<file path="config.mk">
export PLATFORM = sky130hd
export DESIGN_NAME = slep_err_ptr
export DESIGN_NICKNAME = d
export VERILOG_FILES = /design/src/slep_pkg.sv /design/src/slep_sec_mem.sv /design/src/slep_err_ptr.sv
export SDC_FILE = /design/constraint.sdc
export NUM_CORES = 1
export LEC_CHECK = 0
export BUFFER_PORTS_ARGS = -buffer_cell sky130_fd_sc_hd__buf_2
export CAP_MARGIN = 30
export CORE_MARGIN = 2
export CORE_UTILIZATION = 45
export CTS_BUF_LIST = sky130_fd_sc_hd__clkbuf_8
export DETAILED_ROUTE_END_ITERATION = 6
export GPL_TIMING_DRIVEN = 0
export PLACE_DENSITY_LB_ADDON = 0.2
export SYNTH_ARGS = -nofsm -noshare
export SYNTH_HDL_FRONTEND = slang
export SYNTH_HIERARCHICAL = 1
export SYNTH_SLANG_ARGS = --single-unit
</file>
<file path="constraint.sdc">
create_clock -name mclk_i -period 3.1 [get_ports mclk_i]
set_clock_uncertainty 0.05 [all_clocks]
set_input_delay 0.775 -clock mclk_i [delete_from_list [all_inputs] [get_ports mclk_i]]
set_output_delay 0.775 -clock mclk_i [all_outputs]
set_load 0.05 [all_outputs]
</file>
<file path="src/slep_pkg.sv">
// Package of constants for the error and pointer register block
package slep_pkg;
    // Bit positions within the error and pointer register
    localparam int TX_CLK_LOSS_BIT  = 0;
    localparam int RX_CLK_LOSS_BIT  = 1;
    localparam int TX_OVERRUN_BIT   = 2;
    localparam int RX_OVERRUN_BIT   = 3;
    localparam int TX_NXM_BIT       = 4;
    localparam int RX_NXM_BIT       = 5;
    localparam int RECEIVE_BLOCK_CHECK_ACCUM_BIT       = 6;
    localparam int PTR_LSB          = 8;
    localparam int PTR_MSB          = 11;
    // Mask of bits software may write and read back
    localparam logic [15:0] ERR_WR_MASK = 16'h0F7F;
    localparam logic [15:0] ERR_RESET   = 16'h0000;
    // Secondary selections belonging to optional expanders
    localparam logic [3:0] SEL_CHAR_DET = 4'h8;
    localparam logic [3:0] SEL_SYNC     = 4'h9;
    localparam logic [3:0] SEL_RECEIVE_BLOCK_CHECK_ACCUM   = 4'hD;
    localparam logic [3:0] SEL_TX_BCC   = 4'hE;
    localparam logic [3:0] SEL_POLY     = 4'hF;
    // Clock loss timeout: 0.5 s at 4 ns per cycle
    localparam longint CLK_LOSS_NS     = 64'd500000000;
    localparam longint MCLK_PERIOD_NS  = 64'd4;
    localparam longint CLK_LOSS_CYCLES = CLK_LOSS_NS / MCLK_PERIOD_NS;
    // Service window in characters for narrow characters
    localparam logic [1:0] SVC_CHARS_NARROW = 2'h2;
    localparam logic [1:0] SVC_CHARS_WIDE   = 2'h1;
    localparam logic [3:0] NARROW_LIMIT     = 4'h9;
endpackage : slep_pkg

</file>
<file path="src/slep_sec_mem.sv">
// Sixteen word secondary register store with registered read data
`timescale 1ns/10ps
module slep_sec_mem
(
    input  wire logic        mclk_i,
    input  wire logic        we_i,
    input  wire logic [3:0]  addr_i,
    input  wire logic [15:0] wdata_i,
    output logic      [15:0] rdata_o
);
    logic [15:0] mem [16];

    // Plain storage, no reset so it maps onto small RAM
    always_ff @(posedge mclk_i)
    begin
        if (we_i)
        begin
            mem[addr_i] <= wdata_i;
        end
        rdata_o <= mem[addr_i];
    end
endmodule : slep_sec_mem

</file>
<file path="src/slep_err_ptr.sv">
// Error and pointer status register with secondary register window
// Behaviour
// - Set Tx or Rx clock loss bit when that side's clock stops while active.
// - Clock loss also sets if run asserted without clock, or clock gone 0.5 s.
// - Setting a clock loss bit clears that direction's run flip-flop.
// - Set latency bit when transfer request unserviced within one character time, or two for narrow characters.
// - Setting a latency bit clears that direction's run flip-flop.
// - Set non-existent memory bit on unanswered transfer; clear that run.
// - Error bits are read/write, cleared by initialize and master clear.
// - Any error bit requests an interrupt on vector B when enabled.
// - With block check option, bit 06 sets on received check mismatch.
// - A block check mismatch clears the receive block check accumulator.
// - A block check mismatch leaves receive run unchanged.
// - Bits 08 to 11 point at one of 16 secondary registers.
// - The error and pointer register accepts word and byte accesses.
// - Secondaries of uninstalled options read as zero.
`timescale 1ns/10ps
module slep_err_ptr
#(
    parameter longint CLK_LOSS_CYCLES = slep_pkg::CLK_LOSS_CYCLES,
    parameter bit     BCC_OPTION      = 1'b1,
    parameter bit     CHAR_OPTION     = 1'b1
)
(
    input  wire logic        mclk_i,
    input  wire logic        resetn_i,
    input  wire logic        bus_init_i,
    input  wire logic        master_clear_i,
    // Register port: error register and select 6 window
    input  wire logic        err_sel_i,
    input  wire logic        sec_sel_i,
    input  wire logic        wr_i,
    input  wire logic        rd_i,
    input  wire logic [1:0]  byte_en_i,
    input  wire logic [15:0] wdata_i,
    output logic      [15:0] rdata_o,
    output logic             rvalid_o,
    // Run flip-flop control from the control registers
    input  wire logic        tx_run_set_i,
    input  wire logic        rx_run_set_i,
    input  wire logic        error_interrupt_enable_i,
    // Line and transfer status
    input  wire logic        tx_clk_edge_i,
    input  wire logic        rx_clk_edge_i,
    input  wire logic        tx_direct_transfer_request_i,
    input  wire logic        rx_direct_transfer_request_i,
    input  wire logic        tx_transfer_grant_i,
    input  wire logic        rx_transfer_grant_i,
    input  wire logic        tx_char_done_i,
    input  wire logic        rx_char_done_i,
    input  wire logic [3:0]  char_bits_i,
    input  wire logic        tx_no_memory_i,
    input  wire logic        rx_no_memory_i,
    input  wire logic        receive_block_check_accum_mismatch_i,
    output logic             tx_run_o,
    output logic             rx_run_o,
    output logic             receive_block_check_accum_clr_o,
    output logic             irq_vector_b_o
);
    localparam int CW = 28;
    localparam logic [CW-1:0] LOSS_LIM = CW'(CLK_LOSS_CYCLES);

    typedef struct packed {
        logic [15:0]   err;
        logic          tx_run;
        logic          rx_run;
        logic [CW-1:0] tx_idle;
        logic [CW-1:0] rx_idle;
        logic [1:0]    tx_wait;
        logic [1:0]    rx_wait;
        logic          bcc_clr;
        logic          irq;
        logic [15:0]   rdata;
        logic          rvalid;
        logic          sec_rd;
        logic          sec_zero;
    } slep_state_t;

    slep_state_t st;
    slep_state_t next_st;
    logic [15:0] sec_rdata;
    logic        sec_we;

    // Uninstalled option secondaries read as zero
    function automatic logic sec_absent(input logic [3:0] sel);
        logic bcc_sel;
        logic chr_sel;
        bcc_sel = (sel == slep_pkg::SEL_RECEIVE_BLOCK_CHECK_ACCUM) || (sel == slep_pkg::SEL_TX_BCC)
                  || (sel == slep_pkg::SEL_POLY);
        chr_sel = (sel == slep_pkg::SEL_CHAR_DET) || (sel == slep_pkg::SEL_SYNC);
        return (bcc_sel && !BCC_OPTION) || (chr_sel && !CHAR_OPTION);
    endfunction : sec_absent

    // Idle counter: saturates at the loss limit, restarts on clock edge
    function automatic logic [CW-1:0] idle_step(input logic [CW-1:0] c,
                                                input logic edge_seen);
        if (edge_seen)
            return '0;
        else if (c >= LOSS_LIM)
            return c;
        else
            return c + CW'(1);
    endfunction : idle_step

    // Pending transfer age in characters; window is one or two characters
    function automatic logic [1:0] wait_step(input logic [1:0] w,
                                             input logic req,
                                             input logic grant,
                                             input logic done);
        if (!req || grant)
            return 2'h0;
        else if (done && w != 2'h3)
            return w + 2'h1;
        else
            return w;
    endfunction : wait_step

    logic [1:0] svc_limit;
    logic [3:0] ptr;
    assign svc_limit = (char_bits_i < slep_pkg::NARROW_LIMIT) ? slep_pkg::SVC_CHARS_NARROW
                                                               : slep_pkg::SVC_CHARS_WIDE;
    assign ptr       = st.err[slep_pkg::PTR_MSB:slep_pkg::PTR_LSB];
    // Word only window; byte writes are dropped
    assign sec_we    = sec_sel_i && wr_i && (byte_en_i == 2'h3) && !sec_absent(ptr);

    slep_sec_mem u_sec
    (
        .mclk_i  (mclk_i),
        .we_i    (sec_we),
        .addr_i  (ptr),
        .wdata_i (wdata_i),
        .rdata_o (sec_rdata)
    );

    // Next state of the whole block
    always_comb
    begin
        logic [15:0] e;
        logic [15:0] newly;
        logic        tx_kill;
        logic        rx_kill;
        e       = '0;
        newly   = '0;
        tx_kill = 1'b0;
        rx_kill = 1'b0;
        next_st = st;
        e       = st.err;

        // Software write with byte lanes
        if (err_sel_i && wr_i)
        begin
            if (byte_en_i[0])
                e[7:0] = wdata_i[7:0] & slep_pkg::ERR_WR_MASK[7:0];
            if (byte_en_i[1])
                e[15:8] = wdata_i[15:8] & slep_pkg::ERR_WR_MASK[15:8];
        end

        next_st.tx_idle = idle_step(st.tx_idle, tx_clk_edge_i);
        next_st.rx_idle = idle_step(st.rx_idle, rx_clk_edge_i);
        next_st.tx_wait = wait_step(st.tx_wait, tx_direct_transfer_request_i,
                                    tx_transfer_grant_i, tx_char_done_i);
        next_st.rx_wait = wait_step(st.rx_wait, rx_direct_transfer_request_i,
                                    rx_transfer_grant_i, rx_char_done_i);

        // Hardware detection; set beats a same-cycle software clear
        if (st.tx_run && st.tx_idle >= LOSS_LIM)
            newly[slep_pkg::TX_CLK_LOSS_BIT] = 1'b1;
        if (st.rx_run && st.rx_idle >= LOSS_LIM)
            newly[slep_pkg::RX_CLK_LOSS_BIT] = 1'b1;
        if (st.tx_run && st.tx_wait >= svc_limit)
            newly[slep_pkg::TX_OVERRUN_BIT] = 1'b1;
        if (st.rx_run && st.rx_wait >= svc_limit)
            newly[slep_pkg::RX_OVERRUN_BIT] = 1'b1;
        if (tx_no_memory_i)
            newly[slep_pkg::TX_NXM_BIT] = 1'b1;
        if (rx_no_memory_i)
            newly[slep_pkg::RX_NXM_BIT] = 1'b1;
        if (receive_block_check_accum_mismatch_i && BCC_OPTION)
            newly[slep_pkg::RECEIVE_BLOCK_CHECK_ACCUM_BIT] = 1'b1;
        e = e | newly;

        // Any set run-stopping error drops run, written or detected alike
        tx_kill = e[slep_pkg::TX_CLK_LOSS_BIT] | e[slep_pkg::TX_OVERRUN_BIT]
                | e[slep_pkg::TX_NXM_BIT];
        rx_kill = e[slep_pkg::RX_CLK_LOSS_BIT] | e[slep_pkg::RX_OVERRUN_BIT]
                | e[slep_pkg::RX_NXM_BIT];
        // Block check error deliberately not in rx_kill
        next_st.tx_run = (st.tx_run | tx_run_set_i) & ~tx_kill;
        next_st.rx_run = (st.rx_run | rx_run_set_i) & ~rx_kill;
        // Run asserted with no clock is caught once the idle limit passes
        if (tx_run_set_i && !st.tx_run)
            next_st.tx_idle = st.tx_idle;
        if (rx_run_set_i && !st.rx_run)
            next_st.rx_idle = st.rx_idle;

        next_st.bcc_clr = newly[slep_pkg::RECEIVE_BLOCK_CHECK_ACCUM_BIT];
        next_st.irq = error_interrupt_enable_i && (|e[6:0]);

        // Initialize and master clear wipe the error bits
        if (bus_init_i || master_clear_i)
        begin
            e = slep_pkg::ERR_RESET;
            next_st.tx_run = 1'b0;
            next_st.rx_run = 1'b0;
            next_st.irq    = 1'b0;
        end
        next_st.err = e;

        // Read path; secondary data arrives one cycle after the memory read
        next_st.rvalid   = 1'b0;
        next_st.sec_rd   = sec_sel_i && rd_i;
        next_st.sec_zero = sec_absent(ptr);
        if (err_sel_i && rd_i)
        begin
            next_st.rdata  = st.err;
            next_st.rvalid = 1'b1;
        end
        else if (st.sec_rd)
        begin
            next_st.rdata  = st.sec_zero ? 16'h0000 : sec_rdata;
            next_st.rvalid = 1'b1;
        end
    end

    // State register
    always_ff @(posedge mclk_i or negedge resetn_i)
    begin
        if (!resetn_i)
        begin
            st <= '0;
        end
        else
        begin
            st <= next_st;
        end
    end

    assign rdata_o                         = st.rdata;
    assign rvalid_o                        = st.rvalid;
    assign tx_run_o                        = st.tx_run;
    assign rx_run_o                        = st.rx_run;
    assign receive_block_check_accum_clr_o = st.bcc_clr;
    assign irq_vector_b_o                  = st.irq;
endmodule : slep_err_ptr

</file>
### After elaboration in Yosys (flattened, before gate mapping)

Memory sizes are Yosys's and may differ from the RTL's. A register that Yosys moved wholly into a read port is not among the register bits.
Index checks and enable logic that the tools add are counted.

* $add $sub $neg: 4
* magnitude comparators: 5
* eq/ne operators: 5
* multiplexer cells: 26
* bitwise gates (word level): 13
* reduce and logical (&&, ||, !) cells: 27

Operators with widths (number)
* two-way mux 28 bit: 4
* adder 28 x 1 -> 28 bit, second input constant: 2
* >= comparator 28 x 27 -> 1 bit, second input constant: 2
* two-way mux 17 bit: 2
* two-way mux 16 bit: 2
* two-way mux 8 bit: 2
* bitwise OR 16 x 7 -> 16 bit: 1
* logical AND 1 bit: 14
* two-way mux 2 bit: 6
* two-way mux 1 bit: 10
* inequality test 2 bit, second input constant: 4
* OR reduction 7 bit: 1
* bitwise OR 1 bit: 6
* nonzero test 2 bit: 3
* adder 2 x 1 -> 2 bit, second input constant: 2
* >= comparator 2 bit: 2
* logical NOT 1 bit: 4
* < comparator 4 bit, second input constant: 1
* inverter 1 bit: 4
* AND reduction 2 bit: 2
* logical OR 1 bit: 3
* bitwise AND 1 bit: 2
* == test 2 bit, second input constant: 1

* register bits: 98
* memory bits (writable): 256
* input bits: 44
* output and inout bits: 21
* logic and storage cells: 93
* memories: 1

Memories
* u_sec.mem: words 16, bits a word 16, rd ports 1, clocked after Yosys merged registers in 1, wr ports 1, line slep_sec_mem.sv:11 `logic [15:0] mem [16];`

### Depth between registers and ports, before layout

* depth in word-level cells: 11
* depth in mapped cells: 8
* gate-level depth less buffers: 8

### Hierarchy

The synthesis kept the hierarchy.

By module, submodules not included
* slep_sec_mem: times used 1, cells each 434, area an instance 10023.4 µm², sequential area each 8007.7 µm²
* slep_err_ptr: times used 1, cells each 585, area an instance 5337.6 µm², sequential area each 2327.2 µm²

### Worst setup path after synthesis

Ideal clock, no wire load.

* path type: input port to flip-flop
* start: input port sec_sel_i
* end: memory u_sec.mem[0][0], enable pin
* library setup time: 0.409 ns
* data arrival time: 2.641 ns
* data required time: 2.641 ns
* slack: 0.000 ns
* stages: 3
* path buffers: 0
* cell sequence: and4_1 or3b_2 nor3_1

* word-level cells in the longest chain between the ends: 4

Ends and longest elaborated chain
* from (decl): line slep_err_ptr.sv:31 `input wire logic sec_sel_i,`
* logical AND 1 bit (2 in series): line slep_err_ptr.sv:124 `assign sec_we = sec_sel_i && wr_i && (byte_en_i == 2'h3) && !sec_absent(ptr);`
* two-way mux 1 bit: line slep_sec_mem.sv:16 `if (we_i)`
* two-way mux 1 bit (not written as such): line slep_sec_mem.sv:18 `mem[addr_i] <= wdata_i;`
* to (decl): line slep_sec_mem.sv:11

No other way between the ends.

### Final worst setup path

* start: register st (netlist bit ptr[1])
* end: memory u_sec.mem[15][15], enable pin

RTL lines
* from (decl): line slep_err_ptr.sv:79 `slep_state_t st;`
* from (signal assigned): line slep_err_ptr.sv:234 `st <= next_st;`

Straight into the memory's write port.

==> impl_results.html <==
<table>
<tr><th>Metric</th><th>Value</th></tr>
<tr><th colspan="2">Critical path</th></tr>
<tr><td>WS Path Type</td><td>flop to flop</td></tr>
<tr><td>Worst-path cell chain</td><td>buf_2 &gt; clkbuf_1 &gt; nand2_1 &gt; nor2_2</td></tr>
<tr><td>Endpoint of the worst register-to-register path</td><td>u_sec/mem[15][15]</td></tr>
<tr><td>Type of element capturing the critical path</td><td>flop</td></tr>
<tr><td>Worst endpoint required time</td><td>3.28 ns</td></tr>
<tr><td>Setup slack of the most critical reg-to-reg path</td><td>0.56 ns</td></tr>
<tr><td>Number of cells traversed by the worst register-to-register path</td><td>4</td></tr>
<tr><td>Reg-to-Reg Start</td><td>ptr[1]</td></tr>
<tr><td>CP max stage delay</td><td>0.80 ns</td></tr>
<tr><td>Library cell contributing the largest single delay on the critical path</td><td>nor2_2</td></tr>
<tr><td>CP startpoint kind</td><td>flop</td></tr>
<tr><td>CP Data Arrival Time</td><td>2.72 ns</td></tr>
<tr><td>Highest net fanout along the worst path</td><td>16</td></tr>
<tr><th colspan="2">Clock tree</th></tr>
<tr><td>Clock Pin Slew Worst Setup and Hold Paths</td><td>0.06 ns</td></tr>
<tr><td>CTS max path bufs</td><td>3</td></tr>
<tr><td>Clk sinks</td><td>365</td></tr>
<tr><td>H-tree lvl count</td><td>2</td></tr>
<tr><td>Master cell of the clock root buffer</td><td>clkbuf_8</td></tr>
<tr><td>Number of buffers added to fix hold violations after cts</td><td>0</td></tr>
<tr><td>Clock insertion delay at the later pin of the skew report</td><td>0.62 ns</td></tr>
<tr><td>CTS tree</td><td>yes</td></tr>
<tr><td>Post-CTS Setup Repair Bufs</td><td>0</td></tr>
<tr><td>Number of cells upsized or downsized after cts</td><td>0</td></tr>
<tr><td>Total clock buffers created by CTS</td><td>58</td></tr>
<tr><th colspan="2">Yosys</th></tr>
<tr><td>Avg Cell Area, Syn</td><td>15.1 sq um</td></tr>
<tr><td>Post-synthesis async set-or-reset flop share</td><td>0.255</td></tr>
<tr><td>Gate count of the mapped netlist</td><td>1,019</td></tr>
<tr><td>Top cell type by total area after synthesis</td><td>edfxtp_1</td></tr>
<tr><td>Cell variety after synth</td><td>67</td></tr>
<tr><td>Number of synthesized flops with an enable pin</td><td>256</td></tr>
<tr><td>Syn. warnings</td><td>6</td></tr>
<tr><td>Dominant cell by count in the synthesized netlist</td><td>edfxtp_1</td></tr>
<tr><td>Synthesis-stage register bit count</td><td>365</td></tr>
<tr><td>Most used flip-flop cell after synthesis</td><td>edfxtp_1</td></tr>
<tr><td>Top area cells in the synthesized netlist</td><td>edfxtp_1, dfrtp_1, mux4_2</td></tr>
<tr><td>Net Count, Synth</td><td>1,073</td></tr>
<tr><td>Part of the Yosys area used for sequential elements</td><td>0.673</td></tr>
<tr><td>Mapped cell area</td><td>15,400 sq um</td></tr>
<tr><td>Top cell type's share of synthesized area</td><td>0.500</td></tr>
<tr><td>Most instantiated cells after synthesis</td><td>edfxtp_1, dfrtp_1, nand2_1</td></tr>
<tr><th colspan="2">Cells and area</th></tr>
<tr><td>Final-layout fill cell count</td><td>2,779</td></tr>
<tr><td>Final core utilization</td><td>0.531</td></tr>
<tr><td>Nets</td><td>1,212</td></tr>
<tr><td>Antenna fix cells</td><td>0</td></tr>
<tr><td>Seq. cell area</td><td>10,300 sq um</td></tr>
<tr><td>Area grow syn2layout</td><td>15.9%</td></tr>
<tr><td>Area of the multi-input gates</td><td>4650 sq um</td></tr>
<tr><td>Final cell area excluding filler cells</td><td>17,800 sq um</td></tr>
<tr><td>Non-filler instance count after layout</td><td>1,656</td></tr>
<tr><td>Layout cells sized above 1</td><td>0.244</td></tr>
<tr><th colspan="2">GRT</th></tr>
<tr><td>First-pass GRT wire length</td><td>55,400 microns</td></tr>
<tr><td>Largest net degree at the start of global routing</td><td>66</td></tr>
<tr><td>Overall routing resource usage</td><td>0.206</td></tr>
<tr><td>Number of antenna violations at the first check in global routing</td><td>1</td></tr>
<tr><td>Via count of the first global-routing pass</td><td>9,299</td></tr>
<tr><td>Total congestion overflow after global routing</td><td>0</td></tr>
<tr><th colspan="2">Power and ir drop</th></tr>
<tr><td>Fraction of power consumed by sequential logic</td><td>0.522</td></tr>
<tr><td>Static power due to leakage</td><td>6.45 nW</td></tr>
<tr><td>Logic pwr share</td><td>0.057</td></tr>
<tr><td>Sw power</td><td>2.37 mW</td></tr>
<tr><td>Total chip power</td><td>10.3 mW</td></tr>
<tr><td>Clock network fraction of design power</td><td>0.421</td></tr>
<tr><td>Switching fraction of total power</td><td>0.229</td></tr>
<tr><td>Internal power</td><td>7.97 mW</td></tr>
<tr><td>Power per standard cell area</td><td>581 nW/um^2</td></tr>
<tr><td>Peak VDD IR</td><td>0.410 mV</td></tr>
<tr><th colspan="2">Die</th></tr>
<tr><td>Boundary pin count</td><td>65</td></tr>
<tr><td>FP Rows</td><td>67</td></tr>
<tr><td>Starting density of the core</td><td>0.458</td></tr>
<tr><td>Standard cell core area</td><td>33,500 sq um</td></tr>
<tr><td>Die Span Y</td><td>189 microns</td></tr>
<tr><td>Die ar.</td><td>35,600 sq um</td></tr>
<tr><td>Overall die width</td><td>189 microns</td></tr>
<tr><th colspan="2">Timing</th></tr>
<tr><td>Post-route worst hold slack</td><td>0.0429 ns</td></tr>
<tr><td>Slew headroom</td><td>0.373</td></tr>
<tr><td>Final worst path period share</td><td>0.820</td></tr>
<tr><td>Post-route setup slack</td><td>0.558 ns</td></tr>
<tr><td>Sum of negative setup slack</td><td>0 ns</td></tr>
<tr><td>Final-report setup violation count</td><td>0</td></tr>
<tr><td>RSZ-0062 raised after global routing</td><td>no</td></tr>
<tr><td>Final Hold Violating Endpoints</td><td>0</td></tr>
<tr><td>Final Critical Period</td><td>2.54 ns</td></tr>
<tr><td>Tightest Pin Transition</td><td>0.939 ns</td></tr>
<tr><td>Highest attainable clock frequency</td><td>393 MHz</td></tr>
<tr><td>Max-slew violation total from the final report</td><td>0</td></tr>
<tr><th colspan="2">Drt</th></tr>
<tr><td>DR DRC count</td><td>0</td></tr>
<tr><td>Routed wire length</td><td>36,000 microns</td></tr>
<tr><td>Total number of vias</td><td>9,326</td></tr>
<tr><td>Number of vias per cell after detailed routing</td><td>5.63</td></tr>
<tr><td>Number of iterations in the first detailed-routing pass</td><td>5</td></tr>
<tr><td>Per-cell routed wire length</td><td>21.8 microns</td></tr>
<tr><td>1st-iter DRT viols</td><td>749</td></tr>
<tr><td>Post-DRT Antenna Nets</td><td>0</td></tr>
<tr><th colspan="2">Job</th></tr>
<tr><td>Number of maximum-capacitance constraint violations</td><td>0</td></tr>
<tr><th colspan="2">Placed design</th></tr>
<tr><td>Cell count after placement</td><td>1,546</td></tr>
<tr><td>RePlAce Congestion</td><td>0.800</td></tr>
<tr><td>Worst slack at placement</td><td>0.0468 ns</td></tr>
<tr><td>Area post-placement</td><td>16,500 sq um</td></tr>
<tr><td>Detailed placement HPWL</td><td>24,000 microns</td></tr>
<tr><td>Number of I/O port buffers</td><td>62</td></tr>
<tr><th colspan="2">Status</th></tr>
<tr><td>Status</td><td>completed</td></tr>
<tr><th colspan="2">Hold path</th></tr>
<tr><td>Hold Crit Class</td><td>primary input to asynchronous set/reset pin</td></tr>
</table>
kinds of logic after synthesis:
| family | Yosys count | synth area share |
|---|---|---|
| AOI/OAI and AO/OA | 168 | 0.0727 |
| muxes | 96 | 0.115 |
| xor gates and xnor gates | 1 | 0.000570 |
| DFF | 365 | 0.673 |
| and+or+nand+nor | 300 | 0.102 |
| buffers and inverters | 79 | 0.0280 |
| adders and majority gates | 10 | 0.00815 |
power groups by stage:
stage / registers, mW / clock network, mW / logic, mW
4_1_cts: 5.40 / 4.46 / 0.595
3_5_place_dp: 5.50 / 0 / 0.593
6_report: 5.40 / 4.36 / 0.586
2_1_floorplan: 5.48 / 0 / 0.360
3_3_place_gp: 5.50 / 0 / 0.574
5_1_grt: 5.41 / 4.67 / 0.648
critical path, delay by kind of cell, from the launching register on:
family                 cells  cell delay [ns]
buffers and inverters      2             0.65
AND/OR/NAND/NOR            2             1.09
flip-flops                 1             0.37
layout by cell type (no fill, tap or decap), types with 15 or more instances in the layout:
master,instances
edfxtp_1,256
dfrtp_1,93
nand2_1,88
buf_2,66
clkbuf_8,66
mux4_2,62
nor2_1,44
o21ai_0,38
inv_1,36
nand3_1,34
clkbuf_1,33
a22oi_1,32
mux2i_1,29
a21oi_1,28
buf_4,19
or4_1,17
dfxtp_1,16
o31ai_1,15
how the worst max path moves through the flow:
stage	end	start	cells past startpoint
6_report	u_sec/mem[15][15]	ptr[1]	4
5_1_grt	u_sec/mem[15][15]	ptr[1]	4
4_1_cts	u_sec/mem[15][15]	ptr[1]	4
3_5_place_dp	u_sec/mem[0][1]	wr_i	5
3_3_place_gp	u_sec/mem[0][2]	wr_i	4
2_1_floorplan	u_sec/mem[0][0]	sec_sel_i	3
routing by layer:
layer | vias to the layer above | routed length, microns | GRT usage | share of wire
met1 | 4720 | 15600 | 0.277 | 0.43
met2 | 277 | 17800 | 0.346 | 0.49
met3 | 56 | 1910 | 0.0345 | 0.053
met5 | - | 7 | 0 | 0.00019
met4 | 2 | 736 | 0.0613 | 0.020
li1 | 4271 | - | - | -
registers in the layout, summed over array words and instances (netlist names), 4 cells and up:
name / cells
u_sec/mem: 256
u_sec/rdata_o: 16
ptr: 4
st: 68
rdata_o: 16
final cells by class:
cell class,instances,area share
flip-flops and latches,365,0.581
multi-input cells,575,0.261
clock buffers,66,0.0510
repair buffers,79,0.0316
well taps,448,0.0315
plain buffers,64,0.0210
clock inverters,44,0.0200
inverters,15,0.00316
Power figures use the tool's default switching activity.
